File: src/design/sdram_cmd_consts.vh
`ifndef SDRAM_CMD_CONSTS_VH
`define SDRAM_CMD_CONSTS_VH

// command codes on {row strobe, column strobe, write strobe}, all low active
`define CMD_MODE_LOAD      3'h0
`define CMD_REFRESH        3'h1
`define CMD_PRECHARGE      3'h2
`define CMD_ACTIVATE       3'h3
`define CMD_WRITE          3'h4
`define CMD_READ           3'h5
`define CMD_CALIBRATE      3'h6
`define CMD_NOP            3'h7

// address bit positions with a second meaning
`define AUTO_CLOSE_BIT     10
`define CHOP_SELECT_BIT    12

// mode register zero: burst length field, code 1 means chop on the fly
`define MR0_BL_LSB         0
`define MR0_BL_MSB         1
`define MR0_BL_ON_THE_FLY  2'h1

// mode register one: termination value bits and strobe repurpose bit
`define MR1_RTT_BIT0       2
`define MR1_RTT_BIT1       6
`define MR1_RTT_BIT2       9
`define MR1_TERM_STROBE    11

// reset contents of every mode register
`define MODE_REG_RESET     15'h0000

// power states
`define PWR_ACTIVE         2'h0
`define PWR_PRE_DOWN       2'h1
`define PWR_ACT_DOWN       2'h2
`define PWR_SELF_REFRESH   2'h3

// bank count and bank address width
`define BANK_COUNT         8
`define BANK_ADDR_W        3

`endif

File: src/design/reset_sync.v
`timescale 1ns/1ps

module reset_sync (
    // clock and raw reset
    input  wire clock,
    input  wire rstn,
    // released copy
    output wire rstn_sync
);

    reg stage1_reg;
    reg stage2_reg;

    // assert at once, release after two edges to avoid metastable release
    always @(posedge clock or negedge rstn) begin
        if (!rstn) begin
            stage1_reg <= 1'b0;
            stage2_reg <= 1'b0;
        end else begin
            stage1_reg <= 1'b1;
            stage2_reg <= stage1_reg;
        end
    end

    assign rstn_sync = stage2_reg;

endmodule

File: src/design/bank_state_track.v
`timescale 1ns/1ps
`include "sdram_cmd_consts.vh"

module bank_state_track #(
    parameter BANKS = `BANK_COUNT
) (
    // clock and reset
    input  wire                     clock,
    input  wire                     rstn,
    // decoded command
    input  wire                     open_cmd,
    input  wire                     close_cmd,
    input  wire                     close_all,
    input  wire [`BANK_ADDR_W-1:0]  bank_sel,
    // bank status
    output wire [BANKS-1:0]         bank_open,
    output wire                     any_open
);

    reg [BANKS-1:0] open_reg;

    // one open flag per bank, all closed after reset
    genvar b;
    generate
        for (b = 0; b < BANKS; b = b + 1) begin : g_bank
            always @(posedge clock or negedge rstn) begin
                if (!rstn) begin
                    open_reg[b] <= 1'b0;
                end else if (open_cmd && bank_sel == b) begin
                    open_reg[b] <= 1'b1;
                end else if (close_cmd && (close_all || bank_sel == b)) begin
                    open_reg[b] <= 1'b0;
                end
            end
        end
    endgenerate

    assign bank_open = open_reg;
    assign any_open  = |open_reg;

endmodule

File: src/design/sdram_command_pin_decode.v
`timescale 1ns/1ps
`include "sdram_cmd_consts.vh"

module sdram_command_pin_decode #(
    parameter ADDR_W = 15,
    parameter DATA_W = 8,
    parameter IS_X8  = 1
) (
    // clock and reset
    input  wire                    clock,
    input  wire                    rstn,
    // command pins
    input  wire                    cs_n,
    input  wire                    ras_n,
    input  wire                    cas_n,
    input  wire                    we_n,
    input  wire [`BANK_ADDR_W-1:0] bank_addr,
    input  wire [ADDR_W-1:0]       addr,
    input  wire                    cke,
    input  wire                    termination_enable,
    // write data beats
    input  wire [DATA_W-1:0]       wr_data,
    input  wire                    wr_beat_valid,
    input  wire                    write_byte_mask,
    // decoded command strobes
    output reg                     act_strobe,
    output reg                     read_strobe,
    output reg                     write_strobe,
    output reg                     close_strobe,
    output reg                     mode_load_strobe,
    output reg                     refresh_strobe,
    // decoded command fields
    output reg  [`BANK_ADDR_W-1:0] cmd_bank,
    output reg  [ADDR_W-1:0]       row_addr,
    output reg  [ADDR_W-1:0]       col_addr,
    output reg                     auto_close,
    output reg                     burst_eight,
    output reg                     close_all,
    output reg  [1:0]              mode_sel,
    // mode register contents
    output wire [ADDR_W-1:0]       mode_reg_zero,
    output wire [ADDR_W-1:0]       mode_reg_one,
    output wire [ADDR_W-1:0]       mode_reg_two,
    output wire [ADDR_W-1:0]       mode_reg_three,
    // device status
    output wire [`BANK_COUNT-1:0]  bank_open,
    output reg  [1:0]              power_state,
    output reg                     termination_on,
    // accepted write data
    output reg  [DATA_W-1:0]       wr_data_out,
    output reg                     wr_data_out_valid,
    // repurposed mask pin
    output reg                     term_strobe_out
);

    localparam ST_ACTIVE = `PWR_ACTIVE;
    localparam ST_PDN_PRE = `PWR_PRE_DOWN;
    localparam ST_PDN_ACT = `PWR_ACT_DOWN;
    localparam ST_SREF = `PWR_SELF_REFRESH;

    wire                    rst_n_int;
    // registered pin copies
    reg                     cs_n_reg;
    reg  [2:0]              strobes_reg;
    reg  [`BANK_ADDR_W-1:0] bank_reg;
    reg  [ADDR_W-1:0]       addr_reg;
    reg                     cke_reg;
    reg                     cke_prev_reg;
    reg                     term_en_reg;
    reg  [DATA_W-1:0]       data_reg;
    reg                     beat_valid_reg;
    reg                     mask_reg;
    // mode registers
    reg  [ADDR_W-1:0]       mode_mem [0:3];
    // power state machine
    reg  [1:0]              state_next;
    // decode terms
    wire                    decode_en;
    wire                    is_act;
    wire                    is_read;
    wire                    is_write;
    wire                    is_close;
    wire                    is_mode;
    wire                    is_refresh;
    wire                    any_open;
    wire                    chop_on_fly;
    wire                    term_allowed;
    wire                    strobe_mode;
    wire                    mask_usable;
    wire                    sref_entry;
    integer                 i;

    // async assert, two-flop release
    reset_sync u_reset_sync (
        .clock     (clock),
        .rstn      (rstn),
        .rstn_sync (rst_n_int)
    );

    // capture every pin on the rising crossing; idle chip select is high
    always @(posedge clock or negedge rst_n_int) begin
        if (!rst_n_int) begin
            cs_n_reg       <= 1'b1;
            strobes_reg    <= `CMD_NOP;
            bank_reg       <= {`BANK_ADDR_W{1'b0}};
            addr_reg       <= {ADDR_W{1'b0}};
            cke_reg        <= 1'b0;
            cke_prev_reg   <= 1'b0;
            term_en_reg    <= 1'b0;
            data_reg       <= {DATA_W{1'b0}};
            beat_valid_reg <= 1'b0;
            mask_reg       <= 1'b0;
        end else begin
            cs_n_reg       <= cs_n;
            strobes_reg    <= {ras_n, cas_n, we_n};
            bank_reg       <= bank_addr;
            addr_reg       <= addr;
            cke_reg        <= cke;
            cke_prev_reg   <= cke_reg;
            term_en_reg    <= termination_enable;
            data_reg       <= wr_data;
            beat_valid_reg <= wr_beat_valid;
            mask_reg       <= write_byte_mask;
        end
    end

    // decoder runs only while awake, clock enabled and selected
    assign decode_en  = (power_state == ST_ACTIVE) && cke_reg && !cs_n_reg;
    assign is_act     = decode_en && strobes_reg == `CMD_ACTIVATE;
    assign is_read    = decode_en && strobes_reg == `CMD_READ;
    assign is_write   = decode_en && strobes_reg == `CMD_WRITE;
    assign is_close   = decode_en && strobes_reg == `CMD_PRECHARGE;
    assign is_mode    = decode_en && strobes_reg == `CMD_MODE_LOAD;
    assign is_refresh = decode_en && strobes_reg == `CMD_REFRESH;

    // refresh issued with clock enable just dropped enters self refresh
    assign sref_entry = (power_state == ST_ACTIVE) && !cs_n_reg && cke_prev_reg &&
                        !cke_reg && strobes_reg == `CMD_REFRESH;

    // mode register fields steering the decoder
    assign chop_on_fly  = mode_mem[0][`MR0_BL_MSB:`MR0_BL_LSB] == `MR0_BL_ON_THE_FLY;
    assign term_allowed = mode_mem[1][`MR1_RTT_BIT0] | mode_mem[1][`MR1_RTT_BIT1] |
                          mode_mem[1][`MR1_RTT_BIT2];
    assign strobe_mode  = (IS_X8 != 0) && mode_mem[1][`MR1_TERM_STROBE];
    assign mask_usable  = !strobe_mode;

    // per-bank open/closed tracking
    bank_state_track #(
        .BANKS (`BANK_COUNT)
    ) u_bank_track (
        .clock     (clock),
        .rstn      (rst_n_int),
        .open_cmd  (is_act),
        .close_cmd (is_close),
        .close_all (addr_reg[`AUTO_CLOSE_BIT]),
        .bank_sel  (bank_reg),
        .bank_open (bank_open),
        .any_open  (any_open)
    );

    // power states; bank state at entry picks which power-down
    always @* begin
        state_next = power_state;
        case (power_state)
            ST_ACTIVE: begin
                if (sref_entry) begin
                    state_next = ST_SREF;
                end else if (cke_prev_reg && !cke_reg) begin
                    state_next = any_open ? ST_PDN_ACT : ST_PDN_PRE;
                end
            end
            ST_PDN_PRE, ST_PDN_ACT: begin
                if (cke_reg) begin
                    state_next = ST_ACTIVE;
                end
            end
            ST_SREF: begin
                // raw pin, not the registered copy: exit needs no sampled edge
                if (cke) begin
                    state_next = ST_ACTIVE;
                end
            end
            default: begin
                state_next = ST_ACTIVE;
            end
        endcase
    end

    always @(posedge clock or negedge rst_n_int) begin
        if (!rst_n_int) begin
            power_state <= `PWR_ACTIVE;
        end else begin
            power_state <= state_next;
        end
    end

    // mode register load; bank bit two set is a reserved target and dropped
    always @(posedge clock or negedge rst_n_int) begin
        if (!rst_n_int) begin
            for (i = 0; i < 4; i = i + 1) begin
                mode_mem[i] <= `MODE_REG_RESET;
            end
        end else if (is_mode && !bank_reg[2]) begin
            mode_mem[bank_reg[1:0]] <= addr_reg;
        end
    end

    assign mode_reg_zero  = mode_mem[0];
    assign mode_reg_one   = mode_mem[1];
    assign mode_reg_two   = mode_mem[2];
    assign mode_reg_three = mode_mem[3];

    // command strobes are one-cycle pulses
    always @(posedge clock or negedge rst_n_int) begin
        if (!rst_n_int) begin
            act_strobe       <= 1'b0;
            read_strobe      <= 1'b0;
            write_strobe     <= 1'b0;
            close_strobe     <= 1'b0;
            mode_load_strobe <= 1'b0;
            refresh_strobe   <= 1'b0;
        end else begin
            act_strobe       <= is_act;
            read_strobe      <= is_read;
            write_strobe     <= is_write;
            close_strobe     <= is_close;
            mode_load_strobe <= is_mode;
            refresh_strobe   <= is_refresh;
        end
    end

    // command fields hold until the next command that carries them
    always @(posedge clock or negedge rst_n_int) begin
        if (!rst_n_int) begin
            cmd_bank    <= {`BANK_ADDR_W{1'b0}};
            row_addr    <= {ADDR_W{1'b0}};
            col_addr    <= {ADDR_W{1'b0}};
            auto_close  <= 1'b0;
            burst_eight <= 1'b1;
            close_all   <= 1'b0;
            mode_sel    <= 2'h0;
        end else begin
            if (is_act || is_read || is_write || is_close) begin
                cmd_bank <= bank_reg;
            end
            if (is_act) begin
                row_addr <= addr_reg;
            end
            if (is_read || is_write) begin
                col_addr   <= addr_reg;
                auto_close <= addr_reg[`AUTO_CLOSE_BIT];
                // without on-the-fly chop the burst is always eight
                burst_eight <= chop_on_fly ? addr_reg[`CHOP_SELECT_BIT] : 1'b1;
            end
            if (is_close) begin
                close_all <= addr_reg[`AUTO_CLOSE_BIT];
            end
            if (is_mode) begin
                mode_sel <= bank_reg[1:0];
            end
        end
    end

    // termination follows its pin in power-down too, never in self refresh
    always @(posedge clock or negedge rst_n_int) begin
        if (!rst_n_int) begin
            termination_on  <= 1'b0;
            term_strobe_out <= 1'b0;
        end else begin
            termination_on  <= term_allowed && term_en_reg &&
                               power_state != ST_SREF;
            term_strobe_out <= strobe_mode && term_allowed && term_en_reg &&
                               power_state != ST_SREF;
        end
    end

    // write beats: dropped while asleep or when the mask is sampled high outside strobe mode
    always @(posedge clock or negedge rst_n_int) begin
        if (!rst_n_int) begin
            wr_data_out       <= {DATA_W{1'b0}};
            wr_data_out_valid <= 1'b0;
        end else begin
            wr_data_out       <= data_reg;
            wr_data_out_valid <= beat_valid_reg && power_state == ST_ACTIVE &&
                                 !(mask_usable && mask_reg);
        end
    end

endmodule

File: config.mk
export PLATFORM = sky130hd
export DESIGN_NAME = sdram_command_pin_decode
export DESIGN_NICKNAME = d
export VERILOG_FILES = /design/src/design/reset_sync.v /design/src/design/bank_state_track.v /design/src/design/sdram_command_pin_decode.v
export VERILOG_INCLUDE_DIRS = /design/src /design/src/design
export SDC_FILE = /design/constraint.sdc
export NUM_CORES = 1
export LEC_CHECK = 0
export BUFFER_PORTS_ARGS = -buffer_cell sky130_fd_sc_hd__buf_4
export CORE_MARGIN = 5
export CORE_UTILIZATION = 56
export CTS_CLUSTER_DIAMETER = 30
export CTS_CLUSTER_SIZE = 10
export DETAILED_ROUTE_END_ITERATION = 12
export GPL_ROUTABILITY_DRIVEN = 0
export GPL_TIMING_DRIVEN = 0
export PLACE_DENSITY = 0.83
export SYNTH_ARGS = -nofsm -noshare
export SYNTH_HDL_FRONTEND = slang
export SYNTH_HIERARCHICAL = 1
export SYNTH_SLANG_ARGS = --single-unit
File: constraint.sdc
create_clock -name clock -period 10.96 [get_ports clock]
set_clock_uncertainty 0.2 [all_clocks]
set_input_delay 1.644 -clock clock [delete_from_list [all_inputs] [get_ports clock]]
set_output_delay 1.644 -clock clock [all_outputs]
set_load 0.02 [all_outputs]
==> results.sh <==
export IMPL_outcome="finished, final reports clean"
export IMPL_power_frac_seq=0.438
export IMPL_grt_usage=0.218
export IMPL_cts_setup_buffers=0
export IMPL_die_area_um2=12500
export IMPL_power_density_nw_per_um2=225
export IMPL_diodes=0
export IMPL_final_period_utilization=0.278
export IMPL_grt_busiest_layer="met2"
export IMPL_io_buffers=160
export IMPL_routed_wl_mm=12.9
export IMPL_crit_path_max_incr_delay_ns=0.40
export IMPL_fin_tns_setup_ns=0
export IMPL_rows=37
export IMPL_grt_pass1_vias=3794
export IMPL_critPathTopFamily="flip-flops"
export IMPL_grt_use_met2=0.354
export IMPL_worst_endpoint_arrival_ns=1.20
export IMPL_h_tree_depth=4
export IMPL_synth_area_leaders="dfrtp_1 67%, mux2_2 17%, mux2_4 2.6%, dfstp_2 2.3%, ha_1 0.65%"
export IMPL_start_util=0.568
export IMPL_cpMaxStageDelayCell="dfrtp_1"
export IMPL_yosys_warnings=6
export IMPL_max_vdd_ir_drop_mv=0.128
export IMPL_num_vias=3610
export IMPL_cts_sinks=161
export IMPL_io_pins=161
export IMPL_grt_first_pass_wirelength_mm=20.8
export IMPL_die_h_um=112
export IMPL_met1_usage=0.267
export IMPL_hold_path_class="reg -> async"
export IMPL_dr_pass1_iters=4
export IMPL_p_sw_frac=0.297
export IMPL_clkLatencyLatePin_ns=0.52
export IMPL_clkPwrFrac=0.315
export IMPL_synth_area_um2=5790
export IMPL_layout_commonest_cell="buf_4"
export IMPL_critPathKind="reg -> out"
export IMPL_antenna_found_initial=0
export IMPL_fill_cells=645
export IMPL_die_w_um=112
export IMPL_synth_fp_nets=392
export IMPL_tightest_slew_ns=0.768
export IMPL_grt_use_met3=0.0701
export IMPL_pwr_share_comb=0.248
export IMPL_async_flop_share=1.00
export IMPL_ys_seq_area_frac=0.697
export IMPL_crit_buf_inv=2
export IMPL_grt_overflow_total=0
export IMPL_ctsHoldBuffers=0
export IMPL_clk_path_buf_depth=2
export IMPL_synth_cell_types=43
export IMPL_grt_max_degree=76
export IMPL_fp_coreArea_um2=10200
export IMPL_setup_violations=0
export IMPL_synth_ff_type="dfrtp_1"
export IMPL_min_period_ns=3.05
export IMPL_via_per_inst=5.29
export IMPL_power_switching_mw=0.518
export IMPL_leakage_nw=3.99
export IMPL_synth_top_cell_by_area="dfrtp_1"
export IMPL_p_int_mw=1.23
export IMPL_drt_iter0_markers=114
export IMPL_drc_errors=0
export IMPL_utilization=0.763
export IMPL_clkTransAtPathRegs_ns=0.06
export IMPL_worstPathCellList="buf_4 > buf_4"
export IMPL_critical_path_peak_fanout=3
export IMPL_mostFrequentLayoutCells="163 x buf_4, 155 x dfrtp_1, 87 x mux2_2"
export IMPL_rsz0062_at_grt="no"
export IMPL_cts_buffers=17
export IMPL_multi_input_area_um2=1640
export IMPL_ant_nets=0
export IMPL_synth_seq_cells=161
export IMPL_cts_root_buf="clkbuf_8"
export IMPL_synth_edf_count=0
export IMPL_maxClockFrequency_mhz=328
export IMPL_synth_top_cell_area_share=0.674
export IMPL_maxCapViolCount=0
export IMPL_cts_tree="done"
export IMPL_drive_gt1_frac=0.558
export IMPL_hold_viol=0
export IMPL_postSynthCellCount=353
export IMPL_routedWlPerCell_um=18.9
export IMPL_final_max_slew_violation_count=0
export IMPL_ctsResizeCount=0
export IMPL_fin_nets=573
export IMPL_regArea_um2=4040
export IMPL_area_growth_syn_to_layout_pct=34.3
export IMPL_synth_avg_cell_area_um2=16.4
export IMPL_crit_top_cell="buf_4"
export IMPL_cp_start_kind="register"
export IMPL_hpwlAfterDp_mm=9.07
export IMPL_critPathRequiredTime_ns=9.12
export IMPL_endpoint_kind="primary output"
export IMPL_max_slew_margin=0.488
## cell usage after synthesis, types with 2 or more instances
cell and n:
dfrtp_1 156, mux2_2 87, mux2_4 10, inv_1 8
nand2_1 8, clkbuf_1 6, dfstp_2 5, nand2b_1 5
o21ai_1 5, and2_1 4, nor3_1 4, nor3b_1 4
buf_4 3, ha_1 3, nand3_1 3, nand3b_1 3
nor4_1 3, o211ai_1 3, o2bb2ai_1 3, a21o_1 2
a31oi_1 2, buf_6 2, nor2_1 2, nor2b_1 2
o22ai_1 2
## per-layer routing
layer,share of wire,vias to the layer above,routed length (um)
met5,0,-,0
met4,0.024,0,310
met3,0.071,23,917
met2,0.50,136,6490
met1,0.40,1836,5200
li1,-,1615,-
## final timing paths
| kind | startpoint | endpoint | slack [ns] | cells after the start |
|---|---|---|---|---|
| worst max register to register | power_state[0] | u_bank_track/bank_open[0] | 8.02 | 10 |
| worst max-delay path | col_addr[10] | col_addr[10] | 7.91 | 2 |
| min in group clock | data_reg[5] | wr_data_out[5] | 0.15 | 0 |
| max in group asynchronous | u_reset_sync/rstn_sync | burst_eight | 9.41 | 2 |
| worst min register to register | u_reset_sync/rstn_sync | data_reg[7] | 0.11 | 0 |
| worst min-delay path | u_reset_sync/rstn_sync | data_reg[7] | 0.11 | 0 |
## through the flow
step	power (mW)	worst slack [ns]	cells	instance area, um^2	hold WS [ns]
after floorplan	0.997	5.95	353	5790	0.131
after global placement	1.19	4.62	649	7160	0.132
after detailed placement	1.21	7.97	651	7210	0.123
after CTS	1.77	7.88	683	7770	0.129
after global routing	1.82	7.79	683	7770	0.156
final	1.75	7.91	683	7770	0.108
## kinds of logic after synthesis
family,Yosys count,synth area share
other,1,0.000648
muxes,97,0.195
and+or+nand+nor,49,0.0551
buffers and inverters,20,0.0194
xor gates and xnor gates,1,0.00151
DFF,161,0.697
adders and majority gates,3,0.00648
AOI/OAI and AO/OA,21,0.0246
## power groups by stage
stage,sequential (mW),clock (mW),combinational (mW)
global route,0.778,0.586,0.460
CTS,0.765,0.561,0.439
global placement,0.775,0,0.418
finish,0.765,0.549,0.433
detailed placement,0.774,0,0.437
floorplan,0.886,0,0.112
## layout make-up
cell class | count | share of cell area
well taps | 136 | 0.0219
multi-input cells | 172 | 0.211
clock buffers | 21 | 0.0591
clock inverters | 11 | 0.0134
repair buffers | 162 | 0.161
flip-flops and latches | 161 | 0.519
inverters | 8 | 0.00386
plain buffers | 12 | 0.0106
(Power assumes the default switching activity.)
